$ cat config.mk
export PLATFORM = sky130hd
export DESIGN_NAME = smtc_top
export DESIGN_NICKNAME = d
export VERILOG_FILES = /design/src/hw/smtc_pkg.sv /design/src/hw/smtc_bank.sv /design/src/hw/smtc_eff.sv /design/src/hw/smtc_top.sv
export SDC_FILE = /design/constraint.sdc
export NUM_CORES = 1
export LEC_CHECK = 0
export BUFFER_PORTS_ARGS = -buffer_cell sky130_fd_sc_hd__buf_2
export CAP_MARGIN = 20
export CORE_MARGIN = 2
export CORE_UTILIZATION = 43
export CTS_CLUSTER_SIZE = 12
export DETAILED_ROUTE_END_ITERATION = 12
export PLACE_DENSITY_LB_ADDON = 0.1
export SLEW_MARGIN = 20
export SYNTH_ARGS = -nofsm -noshare
export SYNTH_HDL_FRONTEND = slang
export SYNTH_SLANG_ARGS = --single-unit
$ cat constraint.sdc
create_clock -name clock -period 3.2 [get_ports clock]
set_clock_uncertainty 0.05 [all_clocks]
set_input_delay 0.48 -clock clock [delete_from_list [all_inputs] [get_ports clock]]
set_output_delay 0.48 -clock clock [all_outputs]
set_load 0.03 [all_outputs]
$ cat src/hw/smtc_pkg.sv
// shared constants and types for the static memory timing commit block
package smtc_pkg;

    ////////////////////////////////////////////////////////////////////////
    // register byte addresses
    localparam logic [11:0] ADDR_CMD = 12'h010;
    localparam logic [11:0] ADDR_CYCLES = 12'h014;
    localparam logic [11:0] ADDR_OPMODE = 12'h018;
    localparam logic [11:0] ADDR_BUSMODE = 12'h020;
    localparam logic [11:0] ADDR_BANK_CYC0 = 12'h100;
    localparam logic [11:0] ADDR_BANK_OPM0 = 12'h104;
    localparam logic [11:0] BANK_STRIDE = 12'h020;
    localparam logic [11:0] ADDR_STATUS = 12'h030;

    ////////////////////////////////////////////////////////////////////////
    // field positions
    localparam int CMD_CS_LSB = 23;
    localparam int CMD_TYPE_LSB = 21;
    localparam logic [1:0] CMD_TYPE_UPDATE = 2'h2;
    localparam int OPM_ALE_BIT = 11;
    localparam int OPM_BL_LSB = 3;
    localparam int NUM_BANKS = 4;

    ////////////////////////////////////////////////////////////////////////
    // reset values of committed settings
    localparam logic [19:0] CYCLES_RESET = 20'h2b3cc;
    localparam logic [11:0] OPMODE_RESET = 12'h001;
    localparam logic [2:0] BL_SINGLE = 3'h0;
    localparam logic [2:0] BL_FOUR = 3'h1;
    localparam logic [1:0] MW_16BIT = 2'h1;

    // memory clock is the system clock divided by this
    localparam int MEM_CLK_DIV = 2;

    ////////////////////////////////////////////////////////////////////////
    // timing set in memory clocks
    typedef struct packed {
        logic [2:0] turnaround_time;
        logic [2:0] page_cycle_time;
        logic [2:0] write_pulse_time;
        logic [2:0] oe_delay_time;
        logic [3:0] write_cycle_time;
        logic [3:0] read_cycle_time;
    } smtc_timing_t;

    // operating mode set
    typedef struct packed {
        logic ale_used;
        logic [2:0] read_burst_len;
        logic [1:0] data_bus_width;
    } smtc_mode_t;

    // effective settings of one bank, in system clocks
    typedef struct packed {
        logic [4:0] turnaround_sys;
        logic [4:0] page_cycle_sys;
        logic page_enable;
        logic [4:0] write_pulse_sys;
        logic [4:0] oe_delay_sys;
        logic [5:0] write_cycle_sys;
        logic [5:0] read_cycle_sys;
        logic ale_used;
        logic burst_four;
    } smtc_eff_t;

endpackage : smtc_pkg

$ cat src/hw/smtc_bank.sv
// committed timing and mode storage of one chip select bank
`timescale 1ns/1ps
module smtc_bank
(
    // clock and reset
    input wire logic clock,
    input wire logic rst_n,
    input wire logic clk_en,
    // commit
    input wire logic commit,
    input wire smtc_pkg::smtc_timing_t staged_timing,
    input wire smtc_pkg::smtc_mode_t staged_mode,
    // committed values
    output smtc_pkg::smtc_timing_t timing,
    output smtc_pkg::smtc_mode_t mode
);

    // copy staged values only on this bank's commit
    always_ff @(posedge clock)
    begin
        if (!rst_n)
        begin
            timing <= smtc_pkg::smtc_timing_t'(smtc_pkg::CYCLES_RESET);
            mode <= smtc_pkg::smtc_mode_t'(smtc_pkg::OPMODE_RESET);
        end
        else if (clk_en && commit)
        begin
            timing <= staged_timing;
            mode <= staged_mode;
        end
    end

endmodule : smtc_bank

$ cat src/hw/smtc_eff.sv
// converts committed memory-clock settings to system-clock counts
`timescale 1ns/1ps
module smtc_eff
(
    // settings in
    input wire smtc_pkg::smtc_timing_t timing,
    input wire smtc_pkg::smtc_mode_t mode,
    input wire logic mux_mode,
    // effective counts out
    output smtc_pkg::smtc_eff_t eff
);

    // memory clocks to system clocks
    function automatic logic [5:0] to_sys(input logic [4:0] mclk);
        to_sys = 6'(mclk * smtc_pkg::MEM_CLK_DIV);
    endfunction : to_sys

    logic [4:0] wp_mclk;

    // multiplexed mode stretches write pulse by one memory clock
    assign wp_mclk = mux_mode ? 5'(timing.write_pulse_time) + 5'h01
                              : 5'(timing.write_pulse_time);
    assign eff.turnaround_sys = 5'(to_sys(5'(timing.turnaround_time)));
    assign eff.page_cycle_sys = mux_mode ? 5'h00
                                         : 5'(to_sys(5'(timing.page_cycle_time)));
    assign eff.page_enable = !mux_mode;
    assign eff.write_pulse_sys = 5'(to_sys(wp_mclk));
    assign eff.oe_delay_sys = 5'(to_sys(5'(timing.oe_delay_time)));
    assign eff.write_cycle_sys = to_sys(5'(timing.write_cycle_time));
    assign eff.read_cycle_sys = to_sys(5'(timing.read_cycle_time));
    assign eff.ale_used = mode.ale_used;
    assign eff.burst_four = (mode.read_burst_len == smtc_pkg::BL_FOUR);

endmodule : smtc_eff

$ cat src/hw/smtc_top.sv
// register front end that stages and commits static memory timings
//
// Notes on behaviour
// - command target field bits 25-23 picks bank 0-3; codes 4-7 not allowed.
// - command type bits 22-21 must be 10 to commit; others forbidden.
// - staged timing writes have no effect until the commit command.
// - staged mode writes only take effect on the commit command.
// - turnaround 1-7 memory clocks, code zero prohibited.
// - page cycle 1-7 memory clocks, code zero prohibited.
// - multiplexed mode does no page accesses; page setting ignored.
// - write pulse 1-7 memory clocks, code zero prohibited.
// - multiplexed mode write pulse is one memory clock longer.
// - output enable delay 1-7 memory clocks, code zero prohibited.
// - write cycle 3-15 memory clocks, code zero prohibited.
// - read cycle 2-15 memory clocks, code zero prohibited.
// - all counts are in memory clocks at half system clock.
// - latch strobe bit 11: 0 none for separate, 1 used for multiplexed.
// - burst field 000 single beat, 001 four beats, others reserved.
// - data width field must be 01 for sixteen bits.
// - bus mode bit 0 separate, 1 multiplexed; not changed in operation.
// - each bank has a read-only cycle register of committed values.
//
// Strobed register access and the address map were left to the implementer.
`timescale 1ns/1ps
module smtc_top
#(
    parameter int NBANKS = smtc_pkg::NUM_BANKS
)
(
    // clock, reset, enable
    input wire logic clock,
    input wire logic rst_n,
    input wire logic clk_en,
    // register port
    input wire logic [11:0] reg_addr,
    input wire logic [31:0] reg_wdata,
    input wire logic reg_wr,
    input wire logic reg_rd,
    output logic [31:0] reg_rdata,
    // settings of the bank in use by the waveform engine
    input wire logic [1:0] active_bank,
    output smtc_pkg::smtc_eff_t active_eff,
    output logic mux_mode,
    output logic cmd_error
);

    ////////////////////////////////////////////////////////////////////////
    // staged registers
    smtc_pkg::smtc_timing_t staged_timing_r;
    smtc_pkg::smtc_mode_t staged_mode_r;
    logic [NBANKS-1:0] commit_r;
    logic [1:0] commit_cnt_r;
    smtc_pkg::smtc_timing_t bank_timing [NBANKS];
    smtc_pkg::smtc_mode_t bank_mode [NBANKS];
    smtc_pkg::smtc_eff_t bank_eff [NBANKS];

    logic wr_cmd;
    logic [2:0] cmd_cs;
    logic [1:0] cmd_kind;
    logic cmd_ok;
    logic wr_cycles;
    logic wr_opmode;
    logic wr_busmode;
    logic wr_clear;
    logic [1:0] rd_cyc_idx;
    logic [1:0] rd_opm_idx;
    logic [31:0] cyc_word;
    logic [31:0] opm_word;
    logic [31:0] status_word;
    logic [31:0] rdata_nxt;

    // write strobes of the command, holding and control registers
    assign wr_cmd = reg_wr && (reg_addr == smtc_pkg::ADDR_CMD);
    assign wr_cycles = reg_wr && (reg_addr == smtc_pkg::ADDR_CYCLES);
    assign wr_opmode = reg_wr && (reg_addr == smtc_pkg::ADDR_OPMODE);
    assign wr_busmode = reg_wr && (reg_addr == smtc_pkg::ADDR_BUSMODE);
    assign wr_clear = reg_wr && (reg_addr == smtc_pkg::ADDR_STATUS) && reg_wdata[0];

    // command fields
    assign cmd_cs = reg_wdata[smtc_pkg::CMD_CS_LSB +: 3];
    assign cmd_kind = reg_wdata[smtc_pkg::CMD_TYPE_LSB +: 2];
    // only targets 0-3 with update type are obeyed
    assign cmd_ok = (cmd_cs < 3'(NBANKS)) && (cmd_kind == smtc_pkg::CMD_TYPE_UPDATE);

    // bank number of a per-bank register address, bank zero when nothing matches
    function automatic logic [1:0] bank_index(input logic [11:0] addr, input logic [11:0] base);
        logic [1:0] idx;
        idx = 2'h0;
        for (int i = 0; i < smtc_pkg::NUM_BANKS; i++)
        begin
            if (addr == base + 12'(i) * smtc_pkg::BANK_STRIDE)
            begin
                idx = 2'(i);
            end
        end
        return idx;
    endfunction : bank_index

    // true when the address is one of the per-bank registers from base on
    function automatic logic bank_match(input logic [11:0] addr, input logic [11:0] base);
        logic hit;
        hit = 1'b0;
        for (int i = 0; i < smtc_pkg::NUM_BANKS; i++)
        begin
            if (addr == base + 12'(i) * smtc_pkg::BANK_STRIDE)
            begin
                hit = 1'b1;
            end
        end
        return hit;
    endfunction : bank_match

    ////////////////////////////////////////////////////////////////////////
    // staged timing holding register
    always_ff @(posedge clock)
    begin
        if (!rst_n)
            staged_timing_r <= smtc_pkg::smtc_timing_t'(smtc_pkg::CYCLES_RESET);
        else if (clk_en && wr_cycles)
            staged_timing_r <= reg_wdata[19:0];
    end

    // staged mode holding register
    always_ff @(posedge clock)
    begin
        if (!rst_n)
            staged_mode_r <= smtc_pkg::smtc_mode_t'(smtc_pkg::OPMODE_RESET);
        else if (clk_en && wr_opmode)
        begin
            staged_mode_r.ale_used <= reg_wdata[smtc_pkg::OPM_ALE_BIT];
            staged_mode_r.read_burst_len <= reg_wdata[smtc_pkg::OPM_BL_LSB +: 3];
            staged_mode_r.data_bus_width <= reg_wdata[1:0];
        end
    end

    // bus mode select
    always_ff @(posedge clock)
    begin
        if (!rst_n)
            mux_mode <= 1'b0;
        else if (clk_en && wr_busmode)
            mux_mode <= reg_wdata[0];
    end

    ////////////////////////////////////////////////////////////////////////
    // commit decode: one-hot strobe to the selected bank
    always_ff @(posedge clock)
    begin
        if (!rst_n)
            commit_r <= '0;
        else if (clk_en)
        begin
            commit_r <= '0;
            if (wr_cmd && cmd_ok)
                commit_r[cmd_cs[1:0]] <= 1'b1;
        end
    end

    // sticky flag for forbidden commands, cleared by a status write with bit 0 set
    always_ff @(posedge clock)
    begin
        if (!rst_n)
            cmd_error <= 1'b0;
        else if (clk_en)
        begin
            if (wr_cmd && !cmd_ok)
                cmd_error <= 1'b1;
            else if (wr_clear)
                cmd_error <= 1'b0;
        end
    end

    // commits accepted, wraps
    always_ff @(posedge clock)
    begin
        if (!rst_n)
            commit_cnt_r <= 2'h0;
        else if (clk_en && |commit_r)
            commit_cnt_r <= commit_cnt_r + 2'h1;
    end

    ////////////////////////////////////////////////////////////////////////
    // per-bank committed storage and conversion
    for (genvar b = 0; b < NBANKS; b++)
    begin : g_bank
        smtc_bank u_bank
        (
            .clock(clock),
            .rst_n(rst_n),
            .clk_en(clk_en),
            .commit(commit_r[b]),
            .staged_timing(staged_timing_r),
            .staged_mode(staged_mode_r),
            .timing(bank_timing[b]),
            .mode(bank_mode[b])
        );
        smtc_eff u_eff
        (
            .timing(bank_timing[b]),
            .mode(bank_mode[b]),
            .mux_mode(mux_mode),
            .eff(bank_eff[b])
        );
    end

    // settings for the bank the engine is using
    always_ff @(posedge clock)
    begin
        if (!rst_n)
            active_eff <= '0;
        else if (clk_en)
            active_eff <= bank_eff[active_bank];
    end

    ////////////////////////////////////////////////////////////////////////
    // read-back words of the committed bank settings and of the status
    assign rd_cyc_idx = bank_index(reg_addr, smtc_pkg::ADDR_BANK_CYC0);
    assign rd_opm_idx = bank_index(reg_addr, smtc_pkg::ADDR_BANK_OPM0);
    assign cyc_word = {12'h000, bank_timing[rd_cyc_idx]};
    assign opm_word = {20'h00000, bank_mode[rd_opm_idx].ale_used, 5'h00,
                       bank_mode[rd_opm_idx].read_burst_len, 1'b0,
                       bank_mode[rd_opm_idx].data_bus_width};
    assign status_word = {28'h0000000, commit_cnt_r, 1'b0, cmd_error};

    // read multiplexer, zero for idle cycles and unmapped addresses
    always_comb
    begin
        rdata_nxt = 32'h0000_0000;
        if (reg_rd)
        begin
            if (reg_addr == smtc_pkg::ADDR_BUSMODE)
                rdata_nxt = {31'h0000_0000, mux_mode};
            else if (reg_addr == smtc_pkg::ADDR_STATUS)
                rdata_nxt = status_word;
            else if (bank_match(reg_addr, smtc_pkg::ADDR_BANK_CYC0))
                rdata_nxt = cyc_word;
            else if (bank_match(reg_addr, smtc_pkg::ADDR_BANK_OPM0))
                rdata_nxt = opm_word;
        end
    end

    // read data, valid the cycle after the read strobe
    always_ff @(posedge clock)
    begin
        if (!rst_n)
            reg_rdata <= 32'h0000_0000;
        else if (clk_en)
            reg_rdata <= rdata_nxt;
    end

endmodule : smtc_top

Word-level counts from Yosys, hierarchy flattened
Index checks and enable logic that the tools add are counted.
- register bits: 205
- output and inout bits: 69
- word-level logic and storage cells: 162
- bits of input ports: 51
- equality and inequality tests: 18
- muxes and demuxes: 48
- bitwise gates (word level): 3
- add/sub/neg operators: 5
- $lt $le $gt $ge: 6
- reduce and logical (&&, ||, !) cells: 23
- operators by type and width (operator ; count):
    two-way mux 20 bit ; 6
    equality test 12 x 9 -> 1 bit (second input constant) ; 8
    binary-select mux 35 bit (select 2 bit) ; 1
    two-way mux 35 bit ; 2
    binary-select mux 20 bit (select 2 bit) ; 1
    equality test 12 x 5 -> 1 bit (second input constant) ; 3
    two-way mux 4 bit ; 9
    equality test 12 x 6 -> 1 bit (second input constant) ; 2
    two-way mux 1 bit ; 20
    logical AND 1 bit ; 18
    adder 3 x 1 -> 4 bit (second input constant) ; 4
    binary-select mux 6 bit (select 2 bit) ; 1
    equality test 3 x 1 -> 1 bit (second input constant) ; 4
    two-way mux 12 bit ; 1
    two-way mux 6 bit ; 2
    greater-or-equal comparator 3 bit (second input constant) ; 3
    inverter 2 -> 3 bit ; 3
    two-way mux 2 bit ; 4
    OR reduction 4 bit ; 1
    less-than comparator 2 x 3 -> 1 bit (second input constant) ; 1
    less-than comparator 3 bit (second input constant) ; 1
    adder 2 x 1 -> 2 bit (second input constant) ; 1
    demux 1 bit (select 2 bit) ; 1
    equality test 2 bit (second input constant) ; 1
    4 further kinds ; 5

Logic depth before layout (Yosys ltp)
- depth in word-level cells: 17
- gate-level depth with buffers: 7
- gate-level depth less buffers: 5

By module
A second synthesis with hierarchy kept.
- cells, all modules: 1124
- area, all modules: 10807.9 µm²
- modules (own cells, without submodules) (module ; seq. area each (µm²) ; times used ; cells each ; area each (µm²)):
    smtc_top ; 1781.7 ; 1 ; 492 ; 5112.4
    smtc_bank ; 520.5 ; 4 ; 119 ; 1117.3
    smtc_eff ; 0.0 ; 4 ; 39 ; 306.5

Least setup slack after synthesis
Ideal clock, no wire load.
- kind: input port to flip-flop
- start point: in reg_addr[3]
- end point: reg reg_rdata[4]
- cell stages on the path: 6
- path buffers: 1
- setup time: 0.114 ns
- path slack: 0.975 ns
- data arrival time: 2.061 ns
- data required time: 3.036 ns
- cells stage by stage: or4_4 nor4_4 buf_6 mux2i_1 o221ai_1 a21o_1
- cells in the longest elaborated chain, start to end: 14
- elaborated cells on any way between the ends: 44
- those cells by class: eq/ne: 10; mux: 32; bitwise: 2
- ends and longest elaborated chain (what ; line ; source):
    start: declaration ; smtc_top.sv:35 ; input wire logic [11:0] reg_addr,
    equality test 12 x 9 -> 1 bit ; smtc_top.sv:105 ; if (addr == base + 12'(i) * smtc_pkg::BANK_STRIDE)
    two-way mux 1 bit (4 in a row) ; smtc_top.sv:105 ;
    two-way mux 1 bit ; smtc_top.sv:235 ; else if (bank_match(reg_addr, smtc_pkg::ADDR_BANK_CYC0))
    two-way mux 1 bit ; smtc_top.sv:233 ; else if (reg_addr == smtc_pkg::ADDR_STATUS)
    two-way mux 1 bit ; smtc_top.sv:231 ; if (reg_addr == smtc_pkg::ADDR_BUSMODE)
    two-way mux 1 bit ; smtc_top.sv:229 ; if (reg_rd)
    two-way mux 12 bit ; smtc_top.sv:237 ; else if (bank_match(reg_addr, smtc_pkg::ADDR_BANK_OPM0))
    two-way mux 20 bit ; smtc_top.sv:235 ;
    two-way mux 20 bit ; smtc_top.sv:233 ;
    two-way mux 20 bit * ; smtc_top.sv:231 ;
    two-way mux 20 bit * ; smtc_top.sv:229 ;
    end signal: assignment ; smtc_top.sv:248 ; reg_rdata <= rdata_nxt;
    end: declaration ; smtc_top.sv:39 ; output logic [31:0] reg_rdata,
Every way passes the cells marked *; elsewhere a longest branch is shown, timed or not. The select of a mux whose other input is x is not followed.
A chain may end at the register's enable or synchronous reset.

Final worst setup path
- start point: in reg_addr[2]
- end point: reg reg_rdata[16]
- cells in the longest elaborated chain, start to end: 12
- elaborated cells on any way between the ends: 24
- those cells by class: eq/ne: 6; mux: 17; bitwise: 1
- ends and longest elaborated chain (what ; line):
    equality test 12 x 9 -> 1 bit, on equally long branches ; smtc_top.sv:91, smtc_top.sv:105
    two-way mux 1 bit, on equally long branches ; smtc_top.sv:91, smtc_top.sv:105
    two-way mux 2 bit or two-way mux 1 bit (tied branches) (2 in a row) ; smtc_top.sv:91, smtc_top.sv:105
    inverter 2 -> 3 bit (implied by the code) or two-way mux 1 bit (tied branches) ; smtc_top.sv:219, smtc_top.sv:105
    binary-select mux 20 bit (select 2 bit) or two-way mux 1 bit (tied branches) ; smtc_top.sv:219, smtc_top.sv:233
    two-way mux 20 bit (implied by the code) or two-way mux 1 bit (tied branches) ; smtc_top.sv:219, smtc_top.sv:231
    two-way mux 20 bit (implied by the code) or two-way mux 1 bit (tied branches) ; smtc_top.sv:219, smtc_top.sv:229
    two-way mux 20 bit ; smtc_top.sv:235
    two-way mux 20 bit ; smtc_top.sv:233
    two-way mux 20 bit * ; smtc_top.sv:231
    two-way mux 20 bit * ; smtc_top.sv:229
Marked as above.

==> flow_metrics.py <==
metrics = {
    "status": {
        "outcome": "completed",
    },
    "detailed_routing": {
        "drc": 0,
        "post_drt_wl_per_cell_um": 19.1,
        "route.vias.total": 7073,
        "via_per_inst": 5.37,
        "drt-pass1-iter-count": 5,
        "post_route_wl_mm": 25.1,
        "drt_iter0_markers": 578,
        "ant_nets": 0,
    },
    "yosys": {
        "synth_register_bits": 182,
        "synth_seq_area_share": 0.427,
        "synth_top_cell_by_area": "dfxtp_1",
        "synth_top_area_frac": 0.427,
        "synth.mux.area_fraction": 0.134,
        "synth-compound-area-share": 0.125,
        "yosys.area_share.simple": 0.245,
        "yosys.area_share.xor_xnor": 0.00719,
        "synth.cell_area_um2": 8530,
        "yosysWarnings": 0,
        "synth_commonest_cells": "nand2_1 (285), dfxtp_1 (182), a21boi_0 (77), nand3_1 (62), mux2i_1 (59)",
        "synth.distinct_cells": 58,
        "postSynth.topFlopCell": "dfxtp_1",
        "synthAdderAreaFrac": 0.00587,
        "fraction_of_registers_with_async_set_or_reset_after_synthesis": 0,
        "ys_top_cells_by_area": "dfxtp_1 (43%), nand2_1 (13%), mux2i_1 (6.9%)",
        "synth_edf_count": 0,
        "synthCells": 971,
        "synth_top_family_by_area": "simple AND/OR/NAND/NOR gates",
        "post-synth-top-count-cell": "nand2_1",
        "synthesis.area_per_instance_um2": 8.78,
    },
    "setup_path": {
        "r2r-start": "mux_mode",
        "critical_path.endpoint_type": "flip-flop",
        "timing.rr.end": "active_eff[21]",
        "worst_r2r_path_depth": 4,
        "r2r_setup_slack_ns": 1.20,
        "required_ns": 3.45,
        "startpoint_type": "input port",
        "critPathKind": "in -> reg",
        "cp_data_arrival_time_ns": 2.61,
        "path_max_fanout": 10,
    },
    "job": {
        "max_cap_viol_count": 0,
    },
    "hold_path": {
        "timing.hold.worst_path_depth": 3,
        "min_to": "staged_timing_r[8]",
        "holdCritStartpoint": "reg_wdata[8]",
        "timing.hold.worst.class": "in -> reg",
    },
    "die": {
        "floorplan.die.height_um": 145,
        "fp.coreArea_um2": 19500,
        "ios": 120,
        "die_w_um": 145,
        "floorplan.rows": 51,
        "start_util": 0.438,
        "die_area_um2": 21000,
    },
    "clocking": {
        "post_cts_setup_bufs": 0,
        "clock_latency_of_the_later_clocked_register_in_the_worst_skew_pair_ns": 0.43,
        "cts-htree-levels": 4,
        "cts_sink_cnt": 182,
        "cts_hold_buf": 0,
        "cts.root.buffer_cell": "clkbuf_16",
        "postCtsResizedCells": 0,
        "clk_pin_slew_worst_paths_ns": 0.07,
        "clock_tree.buffer_depth": 2,
        "tritoncts": "done",
        "cts_made_buffers": 17,
    },
    "timing": {
        "report.final.slew_viol_count": 0,
        "setup_violations": 0,
        "final_min_period_over_clock_period": 0.736,
        "post-route-min-period_ns": 2.35,
        "maxSlewHeadroom": 0.445,
        "fin_tns_setup_ns": 0,
        "grt_setup_unrepaired": "no",
        "achievable-frequency_mhz": 425,
        "final_hold_violation_count": 0,
        "tightest_slew_ns": 0.832,
    },
    "layout": {
        "number_of_filler_instances_in_the_final_layout": 1867,
        "n_antenna_cell": 0,
        "ff_latch_area_um2": 3640,
        "area_growth_pct": 14.6,
        "utilization": 0.502,
        "footprint_of_the_multi_input_gates_um2": 4500,
        "post_route_cells_drive_above_1_share": 0.173,
        "nNetsFinal": 1093,
    },
    "global_route": {
        "grt_overflow": 0,
        "gr-usage-all-layers": 0.241,
        "antenna_found_initial": 0,
        "first_global_vias": 6362,
        "grt_pass1_wl_mm": 37.6,
        "grt_max_degree": 89,
    },
    "place": {
        "place_congestion": 0.879,
        "placement.io_buffers": 89,
        "dp_hpwl_mm": 16.3,
    },
    "pwr": {
        "max_vdd_drop_mv": 0.352,
        "power.density_nw_per_um2": 463,
        "p_leak_uw": 0.00376,
    },
}
[worst max-delay path, cell delays in order]
cell	delay [ns]
buf_2	0.14
or4_4	0.58
nor4_4	0.69
buf_4	0.35
mux2i_1	0.22
o221ai_1	0.14
[layer usage]
layer / up-vias / wire, um / share of wire / track usage
li1: 3450 / - / - / -
met1: 3383 / 12300 / 0.49 / 0.354
met2: 218 / 11100 / 0.44 / 0.366
met3: 22 / 1380 / 0.055 / 0.0457
met4: 0 / 293 / 0.012 / 0.0572
met5: - / 0 / 0 / 0
[where the power goes]
part | switching, uW | internal (uW) | total (uW) | leakage, uW
sequential | 4.94 | 2270 | 2280 | 0.00147
combinational | 176 | 83.6 | 260 | 0.00203
clock | 918 | 1060 | 1980 | 0.000260
[cell usage in the layout, fill, tap and decap left out, types with 5 or more instances in the layout]
| cell type | synthesis | final |
|---|---|---|
| nor2b_1 | 27 | 26 |
| o211ai_1 | 5 | 5 |
| a21boi_0 | 77 | 77 |
| nand2b_1 | 10 | 10 |
| nand3_1 | 62 | 62 |
| a21oi_1 | 9 | 9 |
| nand2_1 | 285 | 285 |
| buf_2 | 5 | 88 |
| o21ai_0 | 11 | 11 |
| inv_1 | 7 | 7 |
| mux2i_1 | 59 | 59 |
| o221ai_1 | 16 | 16 |
| buf_12 | 0 | 6 |
| clkbuf_16 | 0 | 17 |
| and2_1 | 10 | 10 |
| mux4_2 | 22 | 22 |
| mux2_2 | 5 | 5 |
| buf_4 | 25 | 22 |
| dfxtp_1 | 182 | 182 |
| nor2_1 | 11 | 11 |
| nor3_1 | 5 | 5 |
| conb_1 | 1 | 23 |
| nand4_1 | 7 | 7 |
[worst max-delay path by stage]
| stage | start | endpoint | slack, ns | cells past startpoint |
|---|---|---|---|---|
| 6_report | reg_addr[2] | reg_rdata[16] | 0.85 | 6 |
| 5_1_grt | reg_addr[2] | reg_rdata[10] | 0.76 | 6 |
| 4_1_cts | reg_addr[2] | reg_rdata[16] | 0.86 | 6 |
| 3_5_place_dp | reg_addr[2] | reg_rdata[18] | 0.42 | 6 |
| 3_3_place_gp | reg_addr[2] | reg_rdata[18] | 0.44 | 6 |
| 2_1_floorplan | reg_addr[3] | reg_rdata[4] | 0.98 | 6 |
[state kept, by name, summed over array words and instances (netlist names)]
name                  cells
commit_cnt_r              2
staged_mode_r             6
mux_mode                  1
g_bank.u_bank.mode       24
staged_timing_r          20
commit_r                  4
g_bank.u_bank.timing     80
reg_rdata                20
cmd_error                 1
active_eff               24
[metrics by stage]
| stage | hold WS (ns) | instance area [um2] | cells | power (uW) | setup WS, ns |
|---|---|---|---|---|---|
| 2_1_floorplan | 0.390 | 8610 | 993 | 2530 | 0.975 |
| 3_3_place_gp | 0.403 | 9230 | 1284 | 2590 | 0.436 |
| 3_5_place_dp | 0.407 | 9230 | 1284 | 2590 | 0.422 |
| 4_1_cts | 0.188 | 9770 | 1316 | 4550 | 0.860 |
| 5_1_grt | 0.195 | 9770 | 1316 | 4660 | 0.762 |
| 6_report | 0.202 | 9770 | 1316 | 4520 | 0.846 |
[logic make-up after synthesis]
group	Yosys count
compound gates	144
xor+xnor	7
fa+ha+maj	4
buf+inv	97
flops	182
mux	86
other cells	1
simple gates	450
[cell type report]
| class | instances | area share |
|---|---|---|
| timing repair buffer | 116 | 0.0743 |
| inverter | 7 | 0.00269 |
| sequential | 182 | 0.373 |
| clock inverter | 9 | 0.00692 |
| clock buffer | 23 | 0.0489 |
| tap | 265 | 0.0339 |
| multi-input combinational | 714 | 0.460 |
(Power assumes the default switching activity.)
